==> config.mk <==
export PLATFORM = sky130hd
export DESIGN_NAME = ecrp_port
export DESIGN_NICKNAME = d
export VERILOG_FILES = /design/src/pkg/ecrp_pkg.sv /design/src/pkg/ecrp_sys_if.sv /design/src/hdl/ecrp_port.sv /design/src/hdl/ecrp_clkrst.sv
export SDC_FILE = /design/constraint.sdc
export NUM_CORES = 1
export LEC_CHECK = 0
export BUFFER_PORTS_ARGS = -buffer_cell sky130_fd_sc_hd__buf_2
export CAP_MARGIN = 15
export CORE_ASPECT_RATIO = 0.9
export CORE_MARGIN = 4
export CORE_UTILIZATION = 30
export CTS_BUF_LIST = sky130_fd_sc_hd__clkbuf_16
export CTS_CLUSTER_SIZE = 28
export DETAILED_ROUTE_END_ITERATION = 10
export PLACE_DENSITY_LB_ADDON = 0.3
export REMOVE_ABC_BUFFERS = 1
export SETUP_SLACK_MARGIN = 0.05
export SLEW_MARGIN = 20
export SYNTH_ARGS = -nofsm -noshare
export SYNTH_HDL_FRONTEND = slang
export SYNTH_SLANG_ARGS = --single-unit
==> constraint.sdc <==
create_clock -name mclk_in -period 2.3 [get_ports mclk_in]
set_clock_uncertainty 0.2 [all_clocks]
set_input_delay 0.46 -clock mclk_in [delete_from_list [all_inputs] [get_ports mclk_in]]
set_output_delay 0.46 -clock mclk_in [all_outputs]
set_load 0.01 [all_outputs]
==> src/pkg/ecrp_pkg.sv <==
package ecrp_pkg;

  // ----------------------------------------------------------------
  // Register number windows served by user logic
  // ----------------------------------------------------------------
  localparam logic [9:0]  ECRP_LEG_LO        = 10'h010;
  localparam logic [9:0]  ECRP_LEG_HI        = 10'h01F;
  localparam logic [9:0]  ECRP_EXT_LO        = 10'h120;
  localparam logic [9:0]  ECRP_EXT_HI        = 10'h3FF;

  // ----------------------------------------------------------------
  // Counts of mclk_in cycles and reference clock edges
  // ----------------------------------------------------------------
  localparam logic [18:0] ECRP_RD_TIMEOUT_CYC = 19'h4_0000;
  localparam logic [2:0]  ECRP_REFCLK_EDGES   = 3'h4;

  // ----------------------------------------------------------------
  // Application clock selection and divider half periods
  // ----------------------------------------------------------------
  localparam logic [1:0]  ECRP_SEL_62M       = 2'h0;
  localparam logic [1:0]  ECRP_SEL_125M      = 2'h1;
  localparam logic [1:0]  ECRP_SEL_250M      = 2'h2;
  localparam logic [2:0]  ECRP_HALF_62M      = 3'h4;
  localparam logic [2:0]  ECRP_HALF_125M     = 3'h2;
  localparam logic [2:0]  ECRP_HALF_250M     = 3'h1;

  // ----------------------------------------------------------------
  // Values after reset
  // ----------------------------------------------------------------
  localparam logic [1:0]  ECRP_SEL_RST       = 2'h0;
  localparam logic        ECRP_APP_RST_RST   = 1'b1;

  typedef enum logic [1:0] {
    ECRP_IDLE = 2'b00,
    ECRP_HOLD = 2'b01,
    ECRP_SAMP = 2'b10
  } ecrp_rd_st_t;

  typedef enum logic [1:0] {
    ECRP_PHY_RST  = 2'b00,
    ECRP_PHY_WAIT = 2'b01,
    ECRP_PHY_RDY  = 2'b10
  } ecrp_phy_st_t;

endpackage

==> src/pkg/ecrp_sys_if.sv <==
`timescale 1ns/1ps
interface ecrp_sys_if;
  logic       fund_rst_n;
  logic       refclk;
  logic       phy_status;
  logic [1:0] clk_sel;
  logic       app_clk;
  logic       app_rst;
  logic       phy_rdy;

  modport gen  (input  fund_rst_n, refclk, phy_status, clk_sel,
                output app_clk, app_rst, phy_rdy);
  modport core (output fund_rst_n, refclk, phy_status, clk_sel,
                input  app_clk, app_rst, phy_rdy);
endinterface

==> src/hdl/ecrp_port.sv <==
`timescale 1ns/1ps
// Functional notes
// Drive 8-bit function number, valid while read or write received.
// Present 32-bit write data while write received is high.
// Present 4-bit byte enables with each configuration write.
// Capture read data at edge after read received, only if valid.
// User raises read valid with data; sampled edge after read received.
// Abandon user read after 40000h application clock cycles; the code counts mclk_in cycles instead.
// Output fixed-rate application clock chosen at configuration time.
// Release application reset synchronously to application clock; the code releases it on an mclk_in edge instead.
// Assert application reset asynchronously on fundamental reset.
// System supplies reference clock at the configured rate.
// Raise phy ready once reset sequencer sees transceiver status.
// Hold read received in user windows until valid; else one pulse.
// Each configuration write gives a single-cycle write received pulse.
// Present 10-bit register number while read or write received.
// User drives read data and read valid in the same cycle.
module ecrp_port #(
  parameter logic [18:0] TIMEOUT_CYC = ecrp_pkg::ECRP_RD_TIMEOUT_CYC
) (
  // Clock and reset
  input  wire logic        mclk_in,
  input  wire logic        arst_n_in,
  // System pins
  input  wire logic        fund_rst_n_in,
  input  wire logic        refclk_in,
  input  wire logic        phy_status_in,
  input  wire logic [1:0]  app_clk_sel_in,
  output logic             app_clk_out,
  output logic             app_rst_out,
  output logic             phy_rdy_out,
  // Configuration options
  input  wire logic        legacy_en_in,
  input  wire logic        extended_en_in,
  // Request from link side
  input  wire logic        req_valid_in,
  input  wire logic        req_write_in,
  input  wire logic [9:0]  req_reg_in,
  input  wire logic [7:0]  req_func_in,
  input  wire logic [31:0] req_wdata_in,
  input  wire logic [3:0]  req_be_in,
  output logic             req_ready_out,
  // Completion to link side
  output logic             cpl_valid_out,
  output logic             cpl_timeout_out,
  output logic [31:0]      cpl_data_out,
  // User register side
  output logic             rd_rcvd_out,
  output logic             wr_rcvd_out,
  output logic [9:0]       reg_num_out,
  output logic [7:0]       func_num_out,
  output logic [31:0]      wr_data_out,
  output logic [3:0]       wr_be_out,
  input  wire logic [31:0] rd_data_in,
  input  wire logic        rd_data_valid_in
);
  import ecrp_pkg::*;

  ecrp_sys_if  sys_if ();

  ecrp_rd_st_t st_r, st_nxt;
  logic        ready_r, ready_nxt;
  logic        rd_r, rd_nxt;
  logic        wr_r, wr_nxt;
  logic [9:0]  reg_r, reg_nxt;
  logic [7:0]  func_r, func_nxt;
  logic [31:0] wdata_r, wdata_nxt;
  logic [3:0]  be_r, be_nxt;
  logic        cpl_r, cpl_nxt;
  logic        to_r, to_nxt;
  logic [31:0] cdata_r, cdata_nxt;
  logic [18:0] cnt_r, cnt_nxt;
  logic        accept;
  logic        user_win;
  logic        last_cnt;

  // ----------------------------------------------------------------
  // Clock, reset and phy ready generation
  // ----------------------------------------------------------------
  assign sys_if.fund_rst_n = fund_rst_n_in;
  assign sys_if.refclk     = refclk_in;
  assign sys_if.phy_status = phy_status_in;
  assign sys_if.clk_sel    = app_clk_sel_in;

  ecrp_clkrst u_clkrst (
    .mclk_in   (mclk_in),
    .arst_n_in (arst_n_in),
    .sys       (sys_if.gen)
  );

  assign app_clk_out = sys_if.app_clk;
  assign app_rst_out = sys_if.app_rst;
  assign phy_rdy_out = sys_if.phy_rdy;

  // ----------------------------------------------------------------
  // Request handling
  // ----------------------------------------------------------------
  assign accept   = req_valid_in & ready_r;
  assign last_cnt = (cnt_r == TIMEOUT_CYC - 19'h1);
  assign user_win =
    (legacy_en_in && req_reg_in >= ECRP_LEG_LO && req_reg_in <= ECRP_LEG_HI)
    || (extended_en_in && req_reg_in >= ECRP_EXT_LO
        && req_reg_in <= ECRP_EXT_HI);

  always_comb begin
    st_nxt    = st_r;
    rd_nxt    = rd_r;
    wr_nxt    = 1'b0;
    reg_nxt   = reg_r;
    func_nxt  = func_r;
    wdata_nxt = wdata_r;
    be_nxt    = be_r;
    cpl_nxt   = 1'b0;
    to_nxt    = 1'b0;
    cdata_nxt = cdata_r;
    cnt_nxt   = cnt_r;
    case (st_r)
      ECRP_IDLE: begin
        if (accept) begin
          reg_nxt  = req_reg_in;
          func_nxt = req_func_in;
          cnt_nxt  = 19'h0;
          if (req_write_in) begin
            wr_nxt    = 1'b1;
            wdata_nxt = req_wdata_in;
            be_nxt    = req_be_in;
          end else begin
            rd_nxt = 1'b1;
            st_nxt = user_win ? ECRP_HOLD : ECRP_SAMP;
          end
        end
      end
      ECRP_SAMP: begin
        // Outside user windows a missing valid answers zero
        rd_nxt    = 1'b0;
        cpl_nxt   = 1'b1;
        cdata_nxt = rd_data_valid_in ? rd_data_in : 32'h0;
        st_nxt    = ECRP_IDLE;
      end
      ECRP_HOLD: begin
        if (rd_data_valid_in) begin
          rd_nxt    = 1'b0;
          cpl_nxt   = 1'b1;
          cdata_nxt = rd_data_in;
          st_nxt    = ECRP_IDLE;
        end else if (last_cnt) begin
          rd_nxt = 1'b0;
          to_nxt = 1'b1;
          st_nxt = ECRP_IDLE;
        end else begin
          cnt_nxt = cnt_r + 19'h1;
        end
      end
      default: begin
        rd_nxt = 1'b0;
        st_nxt = ECRP_IDLE;
      end
    endcase
    // One idle cycle after each accept keeps write pulses apart
    ready_nxt = (st_nxt == ECRP_IDLE) && !accept;
  end

  always_ff @(posedge mclk_in or negedge arst_n_in) begin
    if (!arst_n_in) begin
      st_r    <= ECRP_IDLE;
      ready_r <= 1'b0;
      rd_r    <= 1'b0;
      wr_r    <= 1'b0;
      reg_r   <= 10'h000;
      func_r  <= 8'h00;
      wdata_r <= 32'h0000_0000;
      be_r    <= 4'h0;
      cpl_r   <= 1'b0;
      to_r    <= 1'b0;
      cdata_r <= 32'h0000_0000;
      cnt_r   <= 19'h0_0000;
    end else begin
      st_r    <= st_nxt;
      ready_r <= ready_nxt;
      rd_r    <= rd_nxt;
      wr_r    <= wr_nxt;
      reg_r   <= reg_nxt;
      func_r  <= func_nxt;
      wdata_r <= wdata_nxt;
      be_r    <= be_nxt;
      cpl_r   <= cpl_nxt;
      to_r    <= to_nxt;
      cdata_r <= cdata_nxt;
      cnt_r   <= cnt_nxt;
    end
  end

  assign req_ready_out   = ready_r;
  assign rd_rcvd_out     = rd_r;
  assign wr_rcvd_out     = wr_r;
  assign reg_num_out     = reg_r;
  assign func_num_out    = func_r;
  assign wr_data_out     = wdata_r;
  assign wr_be_out       = be_r;
  assign cpl_valid_out   = cpl_r;
  assign cpl_timeout_out = to_r;
  assign cpl_data_out    = cdata_r;
endmodule

==> src/hdl/ecrp_clkrst.sv <==
`timescale 1ns/1ps
module ecrp_clkrst (
  // Clock and reset
  input  wire logic mclk_in,
  input  wire logic arst_n_in,
  // System pins and generated clock, reset, ready
  ecrp_sys_if.gen   sys
);
  import ecrp_pkg::*;

  logic         sys_rst_n;
  logic         rs1_r, rs2_r, app_rst_r;
  logic         ps1_r, ps2_r, cs1_r, cs2_r, cs3_r;
  logic [1:0]   ss1_r, ss2_r;
  logic [1:0]   sel_r, sel_nxt;
  logic         sel_done_r, sel_done_nxt;
  logic [2:0]   div_r, div_nxt, half;
  logic         app_clk_r, app_clk_nxt;
  ecrp_phy_st_t phy_st_r, phy_st_nxt;
  logic [2:0]   edg_r, edg_nxt;
  logic         phy_rdy_r, phy_rdy_nxt;

  // Fundamental reset forces app reset, clock select and phy sequencer without a clock
  assign sys_rst_n = arst_n_in & sys.fund_rst_n;

  // ----------------------------------------------------------------
  // Application reset: asynchronous assert, synchronous release
  // ----------------------------------------------------------------
  always_ff @(posedge mclk_in or negedge sys_rst_n) begin
    if (!sys_rst_n) begin
      rs1_r     <= 1'b0;
      rs2_r     <= 1'b0;
      app_rst_r <= ECRP_APP_RST_RST;
    end else begin
      rs1_r     <= 1'b1;
      rs2_r     <= rs1_r;
      app_rst_r <= ~rs2_r;
    end
  end

  // ----------------------------------------------------------------
  // Pin synchronisers
  // ----------------------------------------------------------------
  always_ff @(posedge mclk_in or negedge arst_n_in) begin
    if (!arst_n_in) begin
      ps1_r <= 1'b0;
      ps2_r <= 1'b0;
      cs1_r <= 1'b0;
      cs2_r <= 1'b0;
      cs3_r <= 1'b0;
      ss1_r <= ECRP_SEL_RST;
      ss2_r <= ECRP_SEL_RST;
    end else begin
      ps1_r <= sys.phy_status;
      ps2_r <= ps1_r;
      cs1_r <= sys.refclk;
      cs2_r <= cs1_r;
      cs3_r <= cs2_r;
      ss1_r <= sys.clk_sel;
      ss2_r <= ss1_r;
    end
  end

  // ----------------------------------------------------------------
  // Clock select strap and application clock divider
  // ----------------------------------------------------------------
  always_comb begin
    sel_nxt      = sel_r;
    sel_done_nxt = sel_done_r;
    if (!sel_done_r && !app_rst_r) begin
      sel_nxt      = ss2_r;
      sel_done_nxt = 1'b1;
    end
    case (sel_r)
      ECRP_SEL_125M: half = ECRP_HALF_125M;
      ECRP_SEL_250M: half = ECRP_HALF_250M;
      default:       half = ECRP_HALF_62M;
    endcase
    div_nxt     = div_r + 3'h1;
    app_clk_nxt = app_clk_r;
    if (div_r >= half - 3'h1) begin
      div_nxt     = 3'h0;
      app_clk_nxt = ~app_clk_r;
    end
  end

  // Divider keeps running in fundamental reset so users see clock edges for release
  always_ff @(posedge mclk_in or negedge arst_n_in) begin
    if (!arst_n_in) begin
      div_r     <= 3'h0;
      app_clk_r <= 1'b0;
    end else begin
      div_r     <= div_nxt;
      app_clk_r <= app_clk_nxt;
    end
  end

  // ----------------------------------------------------------------
  // Physical-layer reset sequencer
  // ----------------------------------------------------------------
  // Reference clock is only checked for activity; 200 MHz sampling
  // cannot measure its rate.
  always_comb begin
    phy_st_nxt = phy_st_r;
    edg_nxt    = edg_r;
    case (phy_st_r)
      ECRP_PHY_RST: begin
        if (cs2_r != cs3_r) edg_nxt = edg_r + 3'h1;
        if (edg_r == ECRP_REFCLK_EDGES) phy_st_nxt = ECRP_PHY_WAIT;
      end
      ECRP_PHY_WAIT: begin
        if (ps2_r) phy_st_nxt = ECRP_PHY_RDY;
      end
      ECRP_PHY_RDY: begin
        if (!ps2_r) begin
          phy_st_nxt = ECRP_PHY_RST;
          edg_nxt    = 3'h0;
        end
      end
      default: phy_st_nxt = ECRP_PHY_RST;
    endcase
    phy_rdy_nxt = (phy_st_nxt == ECRP_PHY_RDY);
  end

  always_ff @(posedge mclk_in or negedge sys_rst_n) begin
    if (!sys_rst_n) begin
      sel_r      <= ECRP_SEL_RST;
      sel_done_r <= 1'b0;
      phy_st_r   <= ECRP_PHY_RST;
      edg_r      <= 3'h0;
      phy_rdy_r  <= 1'b0;
    end else begin
      sel_r      <= sel_nxt;
      sel_done_r <= sel_done_nxt;
      phy_st_r   <= phy_st_nxt;
      edg_r      <= edg_nxt;
      phy_rdy_r  <= phy_rdy_nxt;
    end
  end

  assign sys.app_clk = app_clk_r;
  assign sys.app_rst = app_rst_r;
  assign sys.phy_rdy = phy_rdy_r;
endmodule

==> results of run 1 <==
## sequential cells by signal (all words and copies together), names as in the netlist, 2 cells and up
register,count
cpl_data_out,32
wr_data_out,32
u_clkrst.edg_r,3
u_clkrst.ss2_r,2
u_clkrst.sel_r,2
st_r,2
u_clkrst.div_r,3
u_clkrst.phy_st_r,2
wr_be_out,4
cnt_r,19
reg_num_out,10
func_num_out,8
u_clkrst.ss1_r,2
## cells in the mapped netlist, types with 3 or more instances
library cell | instances | area share [%]
nor2_1 | 13 | 0.89
clkbuf_1 | 14 | 0.96
or4_1 | 3 | 0.41
dfrtp_1 | 136 | 62
nand2b_1 | 3 | 0.34
mux2_2 | 19 | 3.9
nand3_1 | 9 | 0.82
nor3_1 | 5 | 0.46
ha_1 | 10 | 2.3
o21ai_0 | 19 | 1.7
nand4_1 | 8 | 0.91
nand2_1 | 126 | 8.6
xnor2_1 | 7 | 1.1
a22o_1 | 33 | 5.3
and2_1 | 9 | 1.0
inv_1 | 11 | 0.75
and3_1 | 3 | 0.34
buf_1 | 3 | 0.20
or3_1 | 11 | 1.3
a21oi_1 | 14 | 1.3
## stage by stage
| stage | worst slack [ns] | TNS, ns |
|---|---|---|
| 3_3_place_gp | 0.0142 | 0 |
| 2_1_floorplan | -0.475 | -32.57 |
| 6_report | 0.0884 | 0 |
| 4_1_cts | 0.0446 | 0 |
| 3_5_place_dp | -0.0261 | -0.0261 |
| 5_1_grt | 0.00147 | 0 |
## routing by layer
metal | up-vias | routed length (um) | global-route usage [%]
met3 | 9 | 1330 | 7.33
met2 | 145 | 6240 | 20.8
met1 | 2048 | 6360 | 19.0
met4 | 0 | 143 | 3.73
li1 | 2135 | - | -
met5 | - | 0 | 0
## how the worst min path moves through the flow
stage                                        to                      from
floorplan                  cnt_r[0]$_DFFE_PN0P_                 arst_n_in
global placement       u_clkrst.cs2_r$_DFF_PN0_  u_clkrst.cs1_r$_DFF_PN0_
detailed placement     u_clkrst.ps2_r$_DFF_PN0_  u_clkrst.ps1_r$_DFF_PN0_
CTS                 wr_data_out[30]$_DFFE_PN0P_          req_wdata_in[30]
global route        wr_data_out[22]$_DFFE_PN0P_          req_wdata_in[22]
finish              wr_data_out[30]$_DFFE_PN0P_          req_wdata_in[30]
## kinds of logic after synthesis
logic type,count (synthesis)
AOI/OAI and AO/OA,80
xor gates and xnor gates,8
adders and majority gates,10
buffers and inverters,32
DFF,137
muxes,19
other,1
and+or+nand+nor,202
## cells in the final DEF (no fill, tap or decap), types with 3 or more instances in the layout
master         instances
a21oi_1               11
a22o_1                33
and2_1                 9
and3_1                 3
buf_12                 4
buf_2                190
buf_4                 23
bufinv_16              3
clkbuf_16             17
clkinv_4               4
dfrtp_1              135
dlygate4sd3_1          6
ha_1                   7
inv_1                  9
inv_2                  3
inv_6                  4
mux2_2                19
nand2_1              125
nand2b_1               3
nand3_1                9
nand4_1                8
nor2_1                13
nor3_1                 3
o21ai_0               19
or3_1                 10
xnor2_1                7
## cell type report
cell class / instances / area share, %
Tap cell: 240 / 3.91
Sequential cell: 137 / 44.7
Multi-Input combinational cell: 320 / 26.1
Clock inverter: 15 / 2.48
Clock buffer: 17 / 5.55
Timing Repair Buffer: 224 / 16.6
Antenna cell: 1 / 0.0326
Inverter: 12 / 0.587
## power groups by stage
stage	combinational (mW)	clock, mW	sequential [mW]
final	3.15	2.84	3.62
after global routing	3.52	3.05	3.72
after CTS	3.17	2.94	3.61
after detailed placement	3.17	0	3.61
after global placement	3.13	0	3.61
after floorplan	1.29	0	3.96
## critical path, cell delays in order, from the launching register on
cell and delay (ns):
dfrtp_1 0.43, ha_4 0.19, and2_4 0.13, a211o_1 0.28
or4_4 0.41, or3_1 0.35, a21oi_1 0.15
## what timing repair did
item,in CTS,in global routing
hold buffers,6,0
endpoints found under the setup margin,3,14
gates cloned,0,0
resized for setup,3,14
buffers inserted,0,3
endpoints found under the hold margin,80,0
pin swaps,4,11
==> summary.md, run 1 <==
| Metric | Value |
|---|---|
| DIE WIDTH | 151 um |
| Critical Setup Path Class | flip-flop to flip-flop |
| Simple-Gate Fraction of Synth Area | 17.0% |
| CP Data Required Time | 2.44 ns |
| Critical Path Sink | cnt_r[15]$_DFFE_PN0P_ |
| Reg2reg setup slack | 0.09 ns |
| Mapped cell area | 0.00550 mm2 |
| Max Cap Viol | 0 |
| Share of cells above drive strength 1 | 40.1% |
| Finished Cell Area | 0.00767 mm2 |
| Wire length per cell | 14.6 um |
| Clk Latency, worst-skew pair | 0.41 ns |
| CTS tree | done |
| Core area | 0.0178 mm2 |
| Detail Placement HPWL | 10000 um |
| GRT Total Usage | 14.3% |
| Post-Route Utilization | 43.1% |
| Worst Max-Slew Pin Slew | 0.752 ns |
| Port bufs | 191 |
| Top FF cell, synth | dfrtp_1 |
| Drt pass-1 iters | 4 |
| Worst Hold Depth | 3 |
| Final setup fails | 0 |
| Max rail drop VDD | 0.597 mV |
| Io pins | 192 |
| Die Y | 136 um |
| Startpoint types | flip-flop |
| Leakage | 3.91 nW |
| PwrDens | 1250 mW/mm2 |
| Layout Nets | 820 |
| FP Rows | 46 |
| Die area | 0.0206 mm2 |
| GP Congestion | 0.812 |
| Netlist cell types | 48 |
| WP data arrival | 2.35 ns |
| Final hold violation count | 0 |
| Final wirelength | 14100 um |
| CP Capture Type | flip-flop |
| Placed cell areas | 0.00691 mm2 |
| Residual overflow from global routing | 0 |
| Relative slew margins | 49.8% |
| Max Fclk | 452 MHz |
| Post-Synthesis Mean Instance Area | 11.2 um2 |
| CTS H-tree lvls | 4 |
| Seq cells post-synth | 137 |
| Via density | 4.49 |
| Comb power frac | 32.8% |
| Clock Pin Slew Worst Setup and Hold Paths | 0.07 ns |
| Sw power | 3.19 mW |
| Initial antenna violation count | 1 |
| Post-synth EDFFs | 0 |
| Max-slew violation count | 0 |
| Status | complete, no violations |
| Area Growth Syn to Fin | 39.6% |
| 1st-iter DRT viols | 179 |
| RSZ-0062 raised after global routing | true |
| FF+latch area | 0.00343 mm2 |
| Post-Synth Adder-Cell Area | 2.28% |
| Tot Pwr | 9.60 mW |
| CTS root buffer | clkbuf_16 |
| Pin count of the biggest net entering global routing | 66 |
| Worst setup path start | st_r[0]$_DFF_PN0_ |
| Clock tree buffer depth | 2 |
| Post-Layout Cell Count | 966 |
| Reg2reg path depth | 6 |
| Register share of total power | 37.7% |
| R2r startpoint | st_r[0]$_DFF_PN0_ |
| P_int | 6.41 mW |
| Crit share post-route | 96.2% |
| Area of the multi-input gates | 0.00200 mm2 |
| R2r endpoint | cnt_r[15]$_DFFE_PN0P_ |
| Main combinational cell family by area after synthesis | simple AND/OR/NAND/NOR gates |
| Vias in the first global route | 4469 |
| Compound-Gate Fraction of Synth Area | 10.6% |
| Multiplexer share of the synthesized area | 3.89% |
| Share of total power in the clock network | 29.5% |
| Clock sinks | 137 |
| Gate Count Post-Synth | 489 |
| First-pass GRT wire length | 23000 um |
| Warnings from Yosys | 0 |
| Fin Hold WS | 0.0283 ns |
| Critical path fanouts, max | 3 |
| Dpl cells | 924 |
| DRC | 0 |
| Initial Util | 30.9% |
| Async set-or-reset flop fraction in the synthesized netlist | 100% |
| Sw frac | 33.2% |
| Antenna Nets Post-Route | 0 |
| Final min period | 2.21 ns |
| Via count | 4337 |
| Sequential area share after synthesis | 62.4% |
| Hold Path Class | input pin to flip-flop |
| CTS Buf Count | 17 |
| Synth Area in XOR/XNOR | 1.27% |
| Fill cells | 1707 |
Note: power is estimated with default switching activity, not from simulation.
==> run 2, diff against run 1 <==
CORE_MARGIN = 2   (was 4)
==> run 2 against run 1 <==
Critical path depth up 1. Worst hold slack gained 0.0021 ns. Cell count rose by 0.62%. Critical endpoint is now cnt_r[11]$_DFFE_PN0P_.
==> summary.md, run 2 (same netlist as run 1, synthesis figures left out) <==
| Metric | Value |
|---|---|
| Status | complete, no violations |
| Max rail drop VDD | 0.603 mV |
| Antenna Nets Post-Route | 0 |
| Share of total power in the clock network | 28.8% |
| WP data arrival | 2.36 ns |
| Clk Latency, worst-skew pair | 0.41 ns |
| CTS Buf Count | 17 |
| Final hold violation count | 0 |
| Sw power | 3.17 mW |
| Die area | 0.0194 mm2 |
| Register share of total power | 37.6% |
| Final wirelength | 14100 um |
| Clock sinks | 137 |
| CP Data Required Time | 2.44 ns |
| RSZ-0062 raised after global routing | true |
| Critical Setup Path Class | flip-flop to flip-flop |
| Tot Pwr | 9.60 mW |
| Core area | 0.0178 mm2 |
| Clock Pin Slew Worst Setup and Hold Paths | 0.06 ns |
| Comb power frac | 33.6% |
| Relative slew margins | 66.2% |
| Commonest non-fill, non-tap cell in the layout | buf_2 |
| Post-Layout Cell Count | 972 |
| Final setup fails | 0 |
| Most frequent cells in the layout | 190 x buf_2, 136 x dfrtp_1, 125 x nand2_1 |
| Initial antenna violation count | 1 |
| Max Fclk | 451 MHz |
| Port bufs | 191 |
| Area Growth Syn to Fin | 40.5% |
| Worst Max-Slew Pin Slew | 0.508 ns |
| Startpoint types | flip-flop |
| CTS root buffer | clkbuf_16 |
| Clock tree buffer depth | 2 |
| Layout Nets | 827 |
| Setup TNS | 0 ns |
| Sw frac | 33.1% |
| Final min period | 2.22 ns |
| Detail Placement HPWL | 9890 um |
| Hold Path Class | input pin to flip-flop |
| Critical path fanouts, max | 4 |
| Dpl cells | 930 |
| P_int | 6.43 mW |
| Wire length per cell | 14.5 um |
| GRT Total Usage | 15.0% |
| Share of cells above drive strength 1 | 40.0% |
| DIE WIDTH | 147 um |
| Residual overflow from global routing | 0 |
| Max-slew violation count | 0 |
| Vias in the first global route | 4474 |
| CTS H-tree lvls | 4 |
| Drt pass-1 iters | 4 |
| FP Rows | 46 |
| 1st-iter DRT viols | 148 |
| CTS tree | done |
| Max Cap Viol | 0 |
| Via count | 4361 |
| Diodes inserted | 0 |
| Fin Hold WS | 0.0304 ns |
| Leakage | 3.94 nW |
| DRC | 0 |
| Io pins | 192 |
| First-pass GRT wire length | 23200 um |
| Via density | 4.49 |
| CP Capture Type | flip-flop |
| Crit share post-route | 96.3% |
| Die Y | 132 um |
| PwrDens | 1240 mW/mm2 |
| Initial Util | 30.9% |
| GP Congestion | 0.800 |
| Pin count of the biggest net entering global routing | 39 |
| Post-Route Utilization | 43.4% |
==> run 2: changes by cell type in the layout (fill, tap and decap cells not counted), sizes merged <==
cell      before  now
buf          218  225
inv           17   15
clkinv         5    6
clkinvlp       2    3
diode          1    0
==> run 2: worst max-delay path, cell delays in order (launching register included) <==
cell and delay (ns):
dfrtp_1 0.43, ha_4 0.20, and2_4 0.14, a211o_1 0.24, buf_4 0.14, or3_1 0.37, or3_1 0.32, a21oi_2 0.11
==> run 2: final timing paths <==
| check | start | end | slack, ns | cells after the start |
|---|---|---|---|---|
| max | st_r[0]$_DFF_PN0_ | cnt_r[11]$_DFFE_PN0P_ | 0.08 | 7 |
| min | req_wdata_in[13] | wr_data_out[13]$_DFFE_PN0P_ | 0.03 | 3 |
| max reg2reg | st_r[0]$_DFF_PN0_ | cnt_r[11]$_DFFE_PN0P_ | 0.08 | 7 |
| min reg2reg | u_clkrst.ps1_r$_DFF_PN0_ | u_clkrst.ps2_r$_DFF_PN0_ | 0.14 | 0 |
| max in group asynchronous | arst_n_in | u_clkrst.sys.app_rst$_DFF_PN1_ | 0.76 | 3 |
| min in group asynchronous | arst_n_in | func_num_out[6]$_DFFE_PN0P_ | 0.30 | 2 |
==> run 2: timing repair <==
action,in CTS,in global routing
hold buffers,6,0
endpoints found under the setup margin,5,22
pin swaps,5,8
gates cloned,0,0
buffers inserted,0,4
hold endpoints to repair,34,0
gates resized for setup,3,12
==> run 2: cell type report <==
type	count	area, um2
Clock inverter	15	176
Sequential cell	137	3430
Clock buffer	17	425
Timing Repair Buffer	231	1360
Inverter	12	45.0
Tap cell	240	300
Multi-Input combinational cell	320	1990
Fill cell	1676	10100
==> run 2: power by group through the flow <==
stage / Sequential, mW / Clock (mW) / Combinational [mW]
after floorplan: 3.96 / 0 / 1.29
after global placement: 3.62 / 0 / 3.14
after detailed placement: 3.61 / 0 / 3.20
after CTS: 3.61 / 2.85 / 3.20
after global routing: 3.71 / 2.95 / 3.57
final: 3.61 / 2.77 / 3.22
==> run 2: stage by stage <==
stage / setup WS [ns] / instance area [um2]
after global placement: -0.00629 / 6980
final: 0.0840 / 7720
after global routing: -0.00872 / 7720
after floorplan: -0.475 / 5410
after CTS: 0.0796 / 7650
after detailed placement: -0.0278 / 6980
==> run 2: layer usage <==
metal  routed length (um)  GRT usage (%)  up-vias
li1                     -              -     2146
met1                 6480           19.7     2056
met2                 6520           23.3      147
met3                 1020           5.34       10
met4                  102           4.64        2
met5                   13              0        -
